--- src/sfrpd_pkg.sv ---
// Constants and helpers shared by the register space page decoder.
package sfrpd_pkg;

    // Lowest direct address that lands in register space
    localparam logic [7:0] SFRPD_REG_BASE = 8'h80;
    // Address of the page select register, decoded on every page
    localparam logic [7:0] SFRPD_PAGE_ADDR = 8'hbf;
    // Page select value after reset
    localparam logic [7:0] SFRPD_PAGE_RST = 8'h00;
    // The two implemented pages
    localparam logic [7:0] SFRPD_PAGE_LOW = 8'h00;
    localparam logic [7:0] SFRPD_PAGE_HIGH = 8'h0f;
    // Low nibbles that mark bit addressable locations
    localparam logic [3:0] SFRPD_BIT_NIB_A = 4'h0;
    localparam logic [3:0] SFRPD_BIT_NIB_B = 4'h8;
    // Position of the low nibble inside an address
    localparam int SFRPD_NIB_LSB = 0;
    // Cycles from a core strobe to the registered answer
    localparam int SFRPD_LATENCY = 1;

    // True when the location takes single-bit access
    function automatic logic sfrpd_is_bit_addr(input logic [7:0] addr);
        logic [3:0] nib;
        nib = addr[SFRPD_NIB_LSB +: 4];
        return (nib == SFRPD_BIT_NIB_A) || (nib == SFRPD_BIT_NIB_B);
    endfunction : sfrpd_is_bit_addr

    // True when the page number is one of the implemented pages
    function automatic logic sfrpd_page_ok(input logic [7:0] page);
        return (page == SFRPD_PAGE_LOW) || (page == SFRPD_PAGE_HIGH);
    endfunction : sfrpd_page_ok

endpackage : sfrpd_pkg

--- src/sfrpd_map.sv ---
// Location map: which register addresses are occupied and which are paged.
`timescale 1ns/1ps
module sfrpd_map
    import sfrpd_pkg::*;
(
    input wire logic [7:0] addr_i,
    output logic occupied_o,
    output logic paged_o
);

    // Occupancy and paging of the upper address range
    always_comb begin
        occupied_o = addr_i >= SFRPD_REG_BASE;
        paged_o = 1'b0;
        if (addr_i == 8'hab || addr_i == 8'had) begin
            // Two holes in the map stay reserved
            occupied_o = 1'b0;
        end else if (addr_i inside {8'he4, 8'hc8, [8'hca:8'hcf],
                8'hc0, 8'hc1, 8'hc2, 8'hb9, [8'h91:8'h95]}) begin
            // Locations that map to a second register on the high page
            paged_o = 1'b1;
        end
    end

endmodule : sfrpd_map

--- src/sfrpd_decoder.sv ---
// Register space decoder with page select for a small processor core.
`timescale 1ns/1ps
// How it works
// - Direct addresses 0x80-0xFF go to registers
// - Bit access only at nibble 0 or 8
// - Register accesses except 0xBF qualified by 8-bit page
// - Pages 0 and F only; shared identical
// - Paged addresses pick per-page registers
// - Page register at 0xBF, resets zero
// - Write sets page; read returns page
module sfrpd_decoder
    import sfrpd_pkg::*;
(
    input wire logic clk_i,
    input wire logic rst_i,
    input wire logic [7:0] core_addr_i, // Direct address
    input wire logic core_rd_i, // Read strobe
    input wire logic core_wr_i, // Write strobe
    input wire logic core_bit_i, // Single-bit access
    input wire logic [2:0] core_bitpos_i, // Bit number for bit access
    input wire logic [7:0] core_wdata_i, // Write data
    output logic reg_stb_o, // Peripheral register strobe
    output logic reg_we_o, // Peripheral write
    output logic [7:0] reg_addr_o, // Register address
    output logic reg_alt_o, // Selects the high page register
    output logic [7:0] reg_wdata_o, // Write data passed on
    output logic reg_bit_o, // Bit access passed on
    output logic [2:0] reg_bitpos_o, // Bit number passed on
    output logic ram_stb_o, // Data RAM strobe
    output logic rvalid_o, // Page register read data valid
    output logic [7:0] rdata_o, // Page register read data
    output logic err_o, // Access refused
    output logic [7:0] page_o // Current page select
);

    // Whole state of the decoder
    typedef struct packed {
        logic [7:0] page;
        logic stb;
        logic we;
        logic [7:0] addr;
        logic alt;
        logic [7:0] wdata;
        logic bit_acc;
        logic [2:0] bitpos;
        logic ram;
        logic rvalid;
        logic [7:0] rdata;
        logic err;
    } sfrpd_state_t;

    sfrpd_state_t st_ff; // Registered state
    sfrpd_state_t nxt_st; // Next state
    logic occupied; // Location exists in the map
    logic paged; // Location has a second register
    logic acc; // Any access this cycle
    logic upper; // Address in register space
    logic hit_page; // Access to the page register
    logic bit_bad; // Bit access where not allowed

    // Location lookup, kept apart so the map can change alone
    sfrpd_map u_map (
        .addr_i(core_addr_i),
        .occupied_o(occupied),
        .paged_o(paged)
    );

    assign acc = core_rd_i | core_wr_i;
    assign upper = core_addr_i >= SFRPD_REG_BASE;
    assign hit_page = upper && (core_addr_i == SFRPD_PAGE_ADDR);
    assign bit_bad = core_bit_i && !sfrpd_is_bit_addr(core_addr_i);

    // Decode one access; all answers are registered one cycle later
    always_comb begin
        nxt_st = st_ff;
        nxt_st.stb = 1'b0;
        nxt_st.we = 1'b0;
        nxt_st.ram = 1'b0;
        nxt_st.rvalid = 1'b0;
        nxt_st.err = 1'b0;
        if (acc) begin
            nxt_st.addr = core_addr_i;
            nxt_st.wdata = core_wdata_i;
            nxt_st.bit_acc = core_bit_i;
            nxt_st.bitpos = core_bitpos_i;
            nxt_st.we = core_wr_i;
            // Shared locations ignore the page, paged ones follow it
            nxt_st.alt = paged && (st_ff.page == SFRPD_PAGE_HIGH);
            if (!upper) begin
                // Lower half is plain data RAM
                nxt_st.ram = 1'b1;
            end else if (bit_bad) begin
                // Bit operations on byte-only locations are refused
                nxt_st.err = 1'b1;
                nxt_st.we = 1'b0;
            end else if (hit_page) begin
                // Page register answers on every page
                if (core_wr_i) begin
                    nxt_st.page = core_wdata_i;
                end else begin
                    nxt_st.rvalid = 1'b1;
                    nxt_st.rdata = st_ff.page;
                end
                nxt_st.we = 1'b0;
            end else if (!sfrpd_page_ok(st_ff.page) || !occupied) begin
                // Unimplemented page or reserved hole: no strobe at all,
                // so nothing in the peripherals is disturbed
                nxt_st.err = 1'b1;
                nxt_st.we = 1'b0;
            end else begin
                nxt_st.stb = 1'b1;
            end
        end
    end

    // State register
    always_ff @(posedge clk_i or posedge rst_i) begin
        if (rst_i) begin
            st_ff <= '0;
            st_ff.page <= SFRPD_PAGE_RST;
        end else begin
            st_ff <= nxt_st;
        end
    end

    assign reg_stb_o = st_ff.stb;
    assign reg_we_o = st_ff.we;
    assign reg_addr_o = st_ff.addr;
    assign reg_alt_o = st_ff.alt;
    assign reg_wdata_o = st_ff.wdata;
    assign reg_bit_o = st_ff.bit_acc;
    assign reg_bitpos_o = st_ff.bitpos;
    assign ram_stb_o = st_ff.ram;
    assign rvalid_o = st_ff.rvalid;
    assign rdata_o = st_ff.rdata;
    assign err_o = st_ff.err;
    assign page_o = st_ff.page;

    // Upper addresses never reach data RAM
    upper_not_ram_a: assert property (@(posedge clk_i)
        disable iff (rst_i) acc && upper |=> !ram_stb_o)
        else $error("register space access reached data RAM");

    // Lower addresses always reach data RAM
    lower_ram_a: assert property (@(posedge clk_i)
        disable iff (rst_i) acc && !upper |=> ram_stb_o && !reg_stb_o)
        else $error("low direct access missed data RAM");

    // At most one kind of answer per access, so no peripheral and the
    // RAM can both see the same cycle
    one_answer_a: assert property (@(posedge clk_i)
        disable iff (rst_i)
        $onehot0({reg_stb_o, ram_stb_o, rvalid_o, err_o}))
        else $error("more than one answer in one cycle");

    // The address handed on is the one the core issued
    addr_capture_a: assert property (@(posedge clk_i)
        disable iff (rst_i)
        acc && upper |=> reg_addr_o == $past(core_addr_i))
        else $error("register address not captured");

    // Bit strobes only at bit addressable locations
    bit_only_a: assert property (@(posedge clk_i)
        disable iff (rst_i)
        reg_stb_o && reg_bit_o |-> reg_addr_o[3:0] inside {4'h0, 4'h8})
        else $error("bit access at byte-only location");

    // Bit operations on byte-only locations are turned away
    bit_refuse_a: assert property (@(posedge clk_i)
        disable iff (rst_i)
        acc && upper && core_bit_i && !sfrpd_is_bit_addr(core_addr_i)
        |=> err_o && !reg_stb_o)
        else $error("bit access at byte-only location not refused");

    // Bit operations at nibble 0 or 8 reach the register as bit access
    bit_pass_a: assert property (@(posedge clk_i)
        disable iff (rst_i)
        acc && upper && core_bit_i && sfrpd_is_bit_addr(core_addr_i)
        && occupied && sfrpd_page_ok(page_o)
        |=> reg_stb_o && reg_bit_o)
        else $error("bit access at bit location not passed on");

    // No strobe on an unimplemented page
    page_gate_a: assert property (@(posedge clk_i)
        disable iff (rst_i)
        acc && upper && !hit_page && !sfrpd_page_ok(page_o)
        |=> !reg_stb_o && err_o)
        else $error("strobe issued on unimplemented page");

    // Byte access to a real location on a good page is strobed
    page_strobe_a: assert property (@(posedge clk_i)
        disable iff (rst_i)
        acc && upper && !core_bit_i && !hit_page && occupied
        && sfrpd_page_ok(page_o) |=> reg_stb_o)
        else $error("valid register access not strobed");

    // Shared locations never select the high page register
    shared_same_a: assert property (@(posedge clk_i)
        disable iff (rst_i) acc && !paged |=> !reg_alt_o)
        else $error("shared location selected page copy");

    // The low page never selects a high page copy
    low_page_alt_a: assert property (@(posedge clk_i)
        disable iff (rst_i)
        acc && page_o == SFRPD_PAGE_LOW |=> !reg_alt_o)
        else $error("low page selected high page copy");

    // Paged locations follow the high page
    paged_alt_a: assert property (@(posedge clk_i)
        disable iff (rst_i)
        acc && paged && page_o == SFRPD_PAGE_HIGH |=> reg_alt_o)
        else $error("paged location ignored high page");

    // The page register answers whatever page is selected
    page_any_a: assert property (@(posedge clk_i)
        disable iff (rst_i)
        acc && hit_page && !core_bit_i |=> !err_o && !reg_stb_o)
        else $error("page select access refused");

    // Page write lands in time for the next access
    page_write_a: assert property (@(posedge clk_i)
        disable iff (rst_i)
        core_wr_i && hit_page && !bit_bad
        |=> page_o == $past(core_wdata_i))
        else $error("page select write not applied");

    // Page read returns the page then in use
    page_read_a: assert property (@(posedge clk_i)
        disable iff (rst_i)
        core_rd_i && !core_wr_i && hit_page && !bit_bad
        |=> rvalid_o && rdata_o == $past(page_o))
        else $error("page select read wrong");

    // Page register holds when not written
    page_hold_a: assert property (@(posedge clk_i)
        disable iff (rst_i)
        !(core_wr_i && hit_page) |=> $stable(page_o))
        else $error("page select changed without a write");

endmodule : sfrpd_decoder

--- config.mk ---
export PLATFORM = sky130hd
export DESIGN_NAME = sfrpd_decoder
export DESIGN_NICKNAME = d
export VERILOG_FILES = /design/src/sfrpd_pkg.sv /design/src/sfrpd_map.sv /design/src/sfrpd_decoder.sv
export SDC_FILE = /design/constraint.sdc
export NUM_CORES = 1
export LEC_CHECK = 0
export BUFFER_PORTS_ARGS = -buffer_cell sky130_fd_sc_hd__buf_2
export CAP_MARGIN = 20
export CORE_UTILIZATION = 45
export DETAILED_ROUTE_END_ITERATION = 12
export GPL_TIMING_DRIVEN = 0
export PLACE_DENSITY = 0.74
export SLEW_MARGIN = 10
export SYNTH_ARGS = -nofsm -noshare
export SYNTH_HDL_FRONTEND = slang
export SYNTH_HIERARCHICAL = 1
export SYNTH_SLANG_ARGS = --single-unit
export TNS_END_PERCENT = 20
--- constraint.sdc ---
create_clock -name clk_i -period 2.9 [get_ports clk_i]
set_input_delay 0.58 -clock clk_i [delete_from_list [all_inputs] [get_ports clk_i]]
set_output_delay 0.58 -clock clk_i [all_outputs]
set_load 0.03 [all_outputs]
=== Word-level counts from Yosys, hierarchy flattened ===
Cells that the tools add are included.

* Bits in registers: 42
* Bits in latches: 0
* Memory bits (writable): 0
* Memory bits (read-only): 0
* Bits of input ports: 24
* Output and inout port bits: 42
* Word-level logic and storage cells: 67
* Memories kept: 0

* Add/subtract/negate cells: 0
* Multiply operators: 0
* Divide/modulo/power cells: 0
* $lt $le $gt $ge: 5
* Eq/ne operators: 11
* Shift-type cells: 0
* Muxes and demuxes: 19
* Bitwise gates (word level): 3
* Reductions and logical operators: 17

{| class="wikitable"
|+ Operator list
! operator !! count
|-
| $eq 8x8->1 const B || 9
|-
| $mux 34 || 1
|-
| $mux 9 || 3
|-
| $ge 8x8->1 const B || 3
|-
| $le 8x8->1 const B || 2
|-
| $mux 1 || 13
|-
| $mux 10 || 1
|-
| $reduce_and 5->1 || 2
|-
| $eq 8x4->1 const B || 1
|-
| $logic_not 8->1 || 1
|-
| $reduce_bool 8->1 || 1
|-
| $logic_and 1x1->1 || 5
|-
| $eq 4x4->1 const B || 1
|-
| $logic_not 4->1 || 1
|-
| $logic_or 1x1->1 || 4
|-
| $logic_not 1->1 || 3
|-
| $mux 2 || 1
|-
| $not 1->1 || 2
|-
| $or 1x1->1 || 1
|}

=== Longest topological paths before layout ===
* Depth in word-level cells: 10
* Depth in mapped cells: 5
* Depth with buffers taken out: 5

=== By module ===
The synthesis kept the hierarchy.

{| class="wikitable"
|+ Modules (own cells, without submodules)
! module !! times used !! cells each !! area each (sq um) !! seq. area each (sq um)
|-
| sfrpd_decoder || 1 || 107 || 1,667.8 || 1,051.0
|-
| sfrpd_map || 1 || 24 || 168.9 || 0.0
|}

=== Worst setup path before layout ===
No wires, ideal clock.

* Kind: in2reg
* Start: input core_addr_i[6]
* End: register st_ff (netlist bit rdata_o[0])
* Library setup time: 0.125 ns
* Arrival: 1.602 ns
* Required time: 2.775 ns
* Path slack: 1.174 ns
* Stages: 3
* Path buffers: 0
* Cell sequence: nand4b_2 nor3_4 mux2_2

* Cells in the longest elaborated chain, start to end: 3
* Elaborated cells between the ends (all ways): 4
* Classes of those cells: 1 x order compare; 1 x eq/ne; 2 x reduce/logical

{| class="wikitable"
|+ RTL lines
! element !! line !! RTL
|-
| from (decl) || sfrpd_decoder.sv:16 || <nowiki>input wire logic [7:0] core_addr_i,</nowiki>
|-
| $ge 8x8->1 or $eq 8x8->1 (tied branches) || sfrpd_decoder.sv:69, sfrpd_decoder.sv:70 ||
|-
| $logic_and 1x1->1 || sfrpd_decoder.sv:70 || <nowiki>assign hit_page = upper && (core_addr_i == SFRPD_PAGE_ADDR);</nowiki>
|-
| $reduce_and 5->1 (no source line) (*) || -- ||
|-
| to (signal assigned) || sfrpd_decoder.sv:122 || <nowiki>st_ff <= nxt_st;</nowiki>
|-
| to (decl) || sfrpd_decoder.sv:52 || <nowiki>sfrpd_state_t st_ff;</nowiki>
|}

Mark *: on every way between the ends. The rest lies on a longest branch, timed or not.
A chain may end at the register's enable or synchronous reset.

=== Worst setup path in the final report ===
* Start: input core_addr_i[6]
* End: register st_ff (netlist bit rdata_o[6])

The elaborated chain is that of the path after synthesis.

==> impl_metrics.env <==
export IMPL_status="finished, final reports clean"
export IMPL_cts_buffer_depth=2
export IMPL_grt_setup_unrepaired="false"
export IMPL_finClkSkew_ns=0.00948
export IMPL_power_switching_mw=0.331
export IMPL_nets=227
export IMPL_peakVddDrop_mv=0.394
export IMPL_intPower_mw=0.881
export IMPL_post_route_period_util=0.599
export IMPL_start_kind="input port"
export IMPL_min_path_type="input port to async pin"
export IMPL_avgSynthCellArea_sq_um=14.0
export IMPL_grt_pass1_vias=1287
export IMPL_postRouteAntennaNets=0
export IMPL_cts_tree="done"
export IMPL_grt_first_pass_wirelength_microns=5950
export IMPL_mappedNetlistArea_sq_um=1840
export IMPL_synth_area_leaders="dfrtp_1 (57%), mux2_2 (21%), nor3_4 (1.8%)"
export IMPL_fp_row_count=22
export IMPL_cts_hold_buf=0
export IMPL_cp_startpoint="core_addr_i[6]"
export IMPL_cts_root_buf="clkbuf_8"
export IMPL_num_vias=1336
export IMPL_portBuffers=65
export IMPL_synth_nets=155
export IMPL_grt_overflow_total=0
export IMPL_hold_viol_final=0
export IMPL_diodes=0
export IMPL_antenna_found_initial=0
export IMPL_busiest_layer="met2"
export IMPL_setup_ws_ns=1.16
export IMPL_drive_gt1_frac=0.564
export IMPL_grt_use_met1=0.218
export IMPL_synth_seq_cells=42
export IMPL_netSwitchingFraction=0.273
export IMPL_pre_cts_ws_ns=0.837
export IMPL_clock_latency_ns=0.30
export IMPL_clkTransAtPathRegs_ns=0.08
export IMPL_via_per_inst=5.30
export IMPL_cts_sinks=42
export IMPL_initial_core_util=0.484
export IMPL_drt_wl_total_microns=3830
export IMPL_grt_use_total=0.189
export IMPL_synth_cells=131
export IMPL_grt_start_max_net_pins=43
export IMPL_netlist_area_leader_share=0.572
export IMPL_postCtsResizedCells=0
export IMPL_cts_made_buffers=5
export IMPL_leakage_nw=1.18
export IMPL_tns_ns=0
export IMPL_post_dp_hpwl_microns=2850
export IMPL_use_met3=0.0638
export IMPL_die_area_sq_um=4340
export IMPL_worst_pin_slew_ns=0.830
export IMPL_pwr_share_seq=0.518
export IMPL_htree_levels=2
export IMPL_die_x_microns=65.9
export IMPL_wl_per_cell_microns=15.2
export IMPL_finalPower_mw=1.21
export IMPL_core_sq_um=3800
export IMPL_area_delta_synth_final_pct=26.2
export IMPL_maxCapViolCount=0
export IMPL_finalSetupViolCount=0
export IMPL_combinationalPowerShare=0.164
export IMPL_critPathRequiredTime_ns=3.08
export IMPL_pwr_share_clk=0.318
export IMPL_slew_violations=0
export IMPL_reg2reg_from="page_o[7]"
export IMPL_drt_iter0_markers=34
export IMPL_end_kind="flop"
export IMPL_drc=0
export IMPL_r2r_setup_slack_ns=1.44
export IMPL_fmax_ghz=0.576
export IMPL_critical_path_arrival_ns=1.92
export IMPL_crit_type="input port to flop"
export IMPL_synthDistinctLibCells=33
export IMPL_dieHeight_microns=65.9
export IMPL_ys_seq_area_frac=0.572
export IMPL_grt_util_met2=0.325
export IMPL_synth_area_leader_cell="dfrtp_1"
export IMPL_io_pins=66
export IMPL_crit_fanout=9
export IMPL_powerDensity_nw_per_um2=523
export IMPL_postCtsSetupBuffers=0
export IMPL_max_slew_margin_rel=0.446
export IMPL_min_period_ns=1.74
export IMPL_drtPass1Iterations=4
export IMPL_gp_congestion=0.774
export IMPL_utilization=0.610
export IMPL_synth_warnings=6
cells by family after synthesis:
kind of cell	Yosys count	synth area share
AND/OR/NAND/NOR	30	0.124
XOR/XNOR	1	0.00477
AO/OA/AOI/OAI	17	0.0708
buffers and inverters	6	0.0136
multiplexers	35	0.215
flip-flops	42	0.572
sequential cells by signal, summed over array words and instances (netlist names):
signal	flops
page_o	8
rdata_o	8
reg_addr_o	8
reg_wdata_o	8
reg_bitpos_o	3
err_o	1
ram_stb_o	1
reg_alt_o	1
reg_bit_o	1
reg_stb_o	1
reg_we_o	1
rvalid_o	1
power by group through the flow:
stage / combinational [mW] / sequential (mW) / clock, mW
detailed placement: 0.201 / 0.640 / 0
global route: 0.214 / 0.631 / 0.427
finish: 0.199 / 0.628 / 0.385
floorplan: 0.0666 / 0.698 / 0
CTS: 0.201 / 0.628 / 0.397
global placement: 0.195 / 0.637 / 0
cell usage after synthesis:
cell type and n:
nor2_1 4, o211a_1 2, o21ai_0 3, a311o_1 1, nor3_4 2, nand4_4 1, dfrtp_1 42, or4b_1 1
a31oi_1 1, inv_1 4, and4_1 1, nand4bb_1 1, or3_2 1, nor4_1 2, nand2_1 4, o211ai_1 2
xnor2_1 1, a211oi_1 1, nand2b_1 4, nand3_1 1, o22ai_1 1, o41a_1 1, a21boi_0 1, nand4b_2 1
o31ai_1 2, mux2_2 35, o21bai_1 1, buf_2 2, nor3_1 1, o32ai_1 1, nor2b_1 1, nor3b_1 2
nand3b_1 3
metrics by stage:
step	hold WS, ns	instances	instance area [sq um]
2_1_floorplan	0.646	131	1840
3_3_place_gp	0.457	244	2220
3_5_place_dp	0.465	244	2220
4_1_cts	0.485	252	2320
5_1_grt	0.499	252	2320
6_report	0.451	252	2320
area by class of cell:
cell class	instances	area [sq um]
Fill cell	320	1480
Sequential cell	42	1050
Multi-Input combinational cell	83	761
Timing Repair Buffer	65	325
Clock buffer	7	86.3
Tap cell	48	60.1
Inverter	4	15.0
Buffer	2	10.0
Clock inverter	1	8.76
layer usage:
metal  up-vias  wire [microns]
li1        632               -
met5         -               0
met2        51            1900
met3         5             226
met1       648            1660
met4         0              51
cells in the final DEF, fill, tap and decap left out, types with 2 or more instances in the layout:
cell type and instances:
nor4_1 2, buf_2 67, nand2b_1 4, o211ai_1 2, o211a_1 2, nand2_1 4
mux2_2 35, clkbuf_8 6, dfrtp_1 42, nor3b_1 2, o31ai_1 2, nor2_1 4
o21ai_0 3, inv_1 3, nand3b_1 3, nor3_4 2
worst max-delay path, cell delays in order:
cell and delay, ns:
buf_2 0.13, nand4b_2 0.30, nor3_4 0.50, mux2_2 0.40
worst paths after layout:
check / cells past startpoint / endpoint
min in group clk_i: 2 / reg_addr_o[7]
max in group asynchronous: 2 / reg_addr_o[1]
hold / removal: 2 / reg_addr_o[6]
setup / recovery: 4 / rdata_o[6]
setup reg to reg: 3 / reg_we_o
hold reg to reg: 2 / reg_addr_o[7]
No activity file was read; power rests on OpenSTA's default activity.
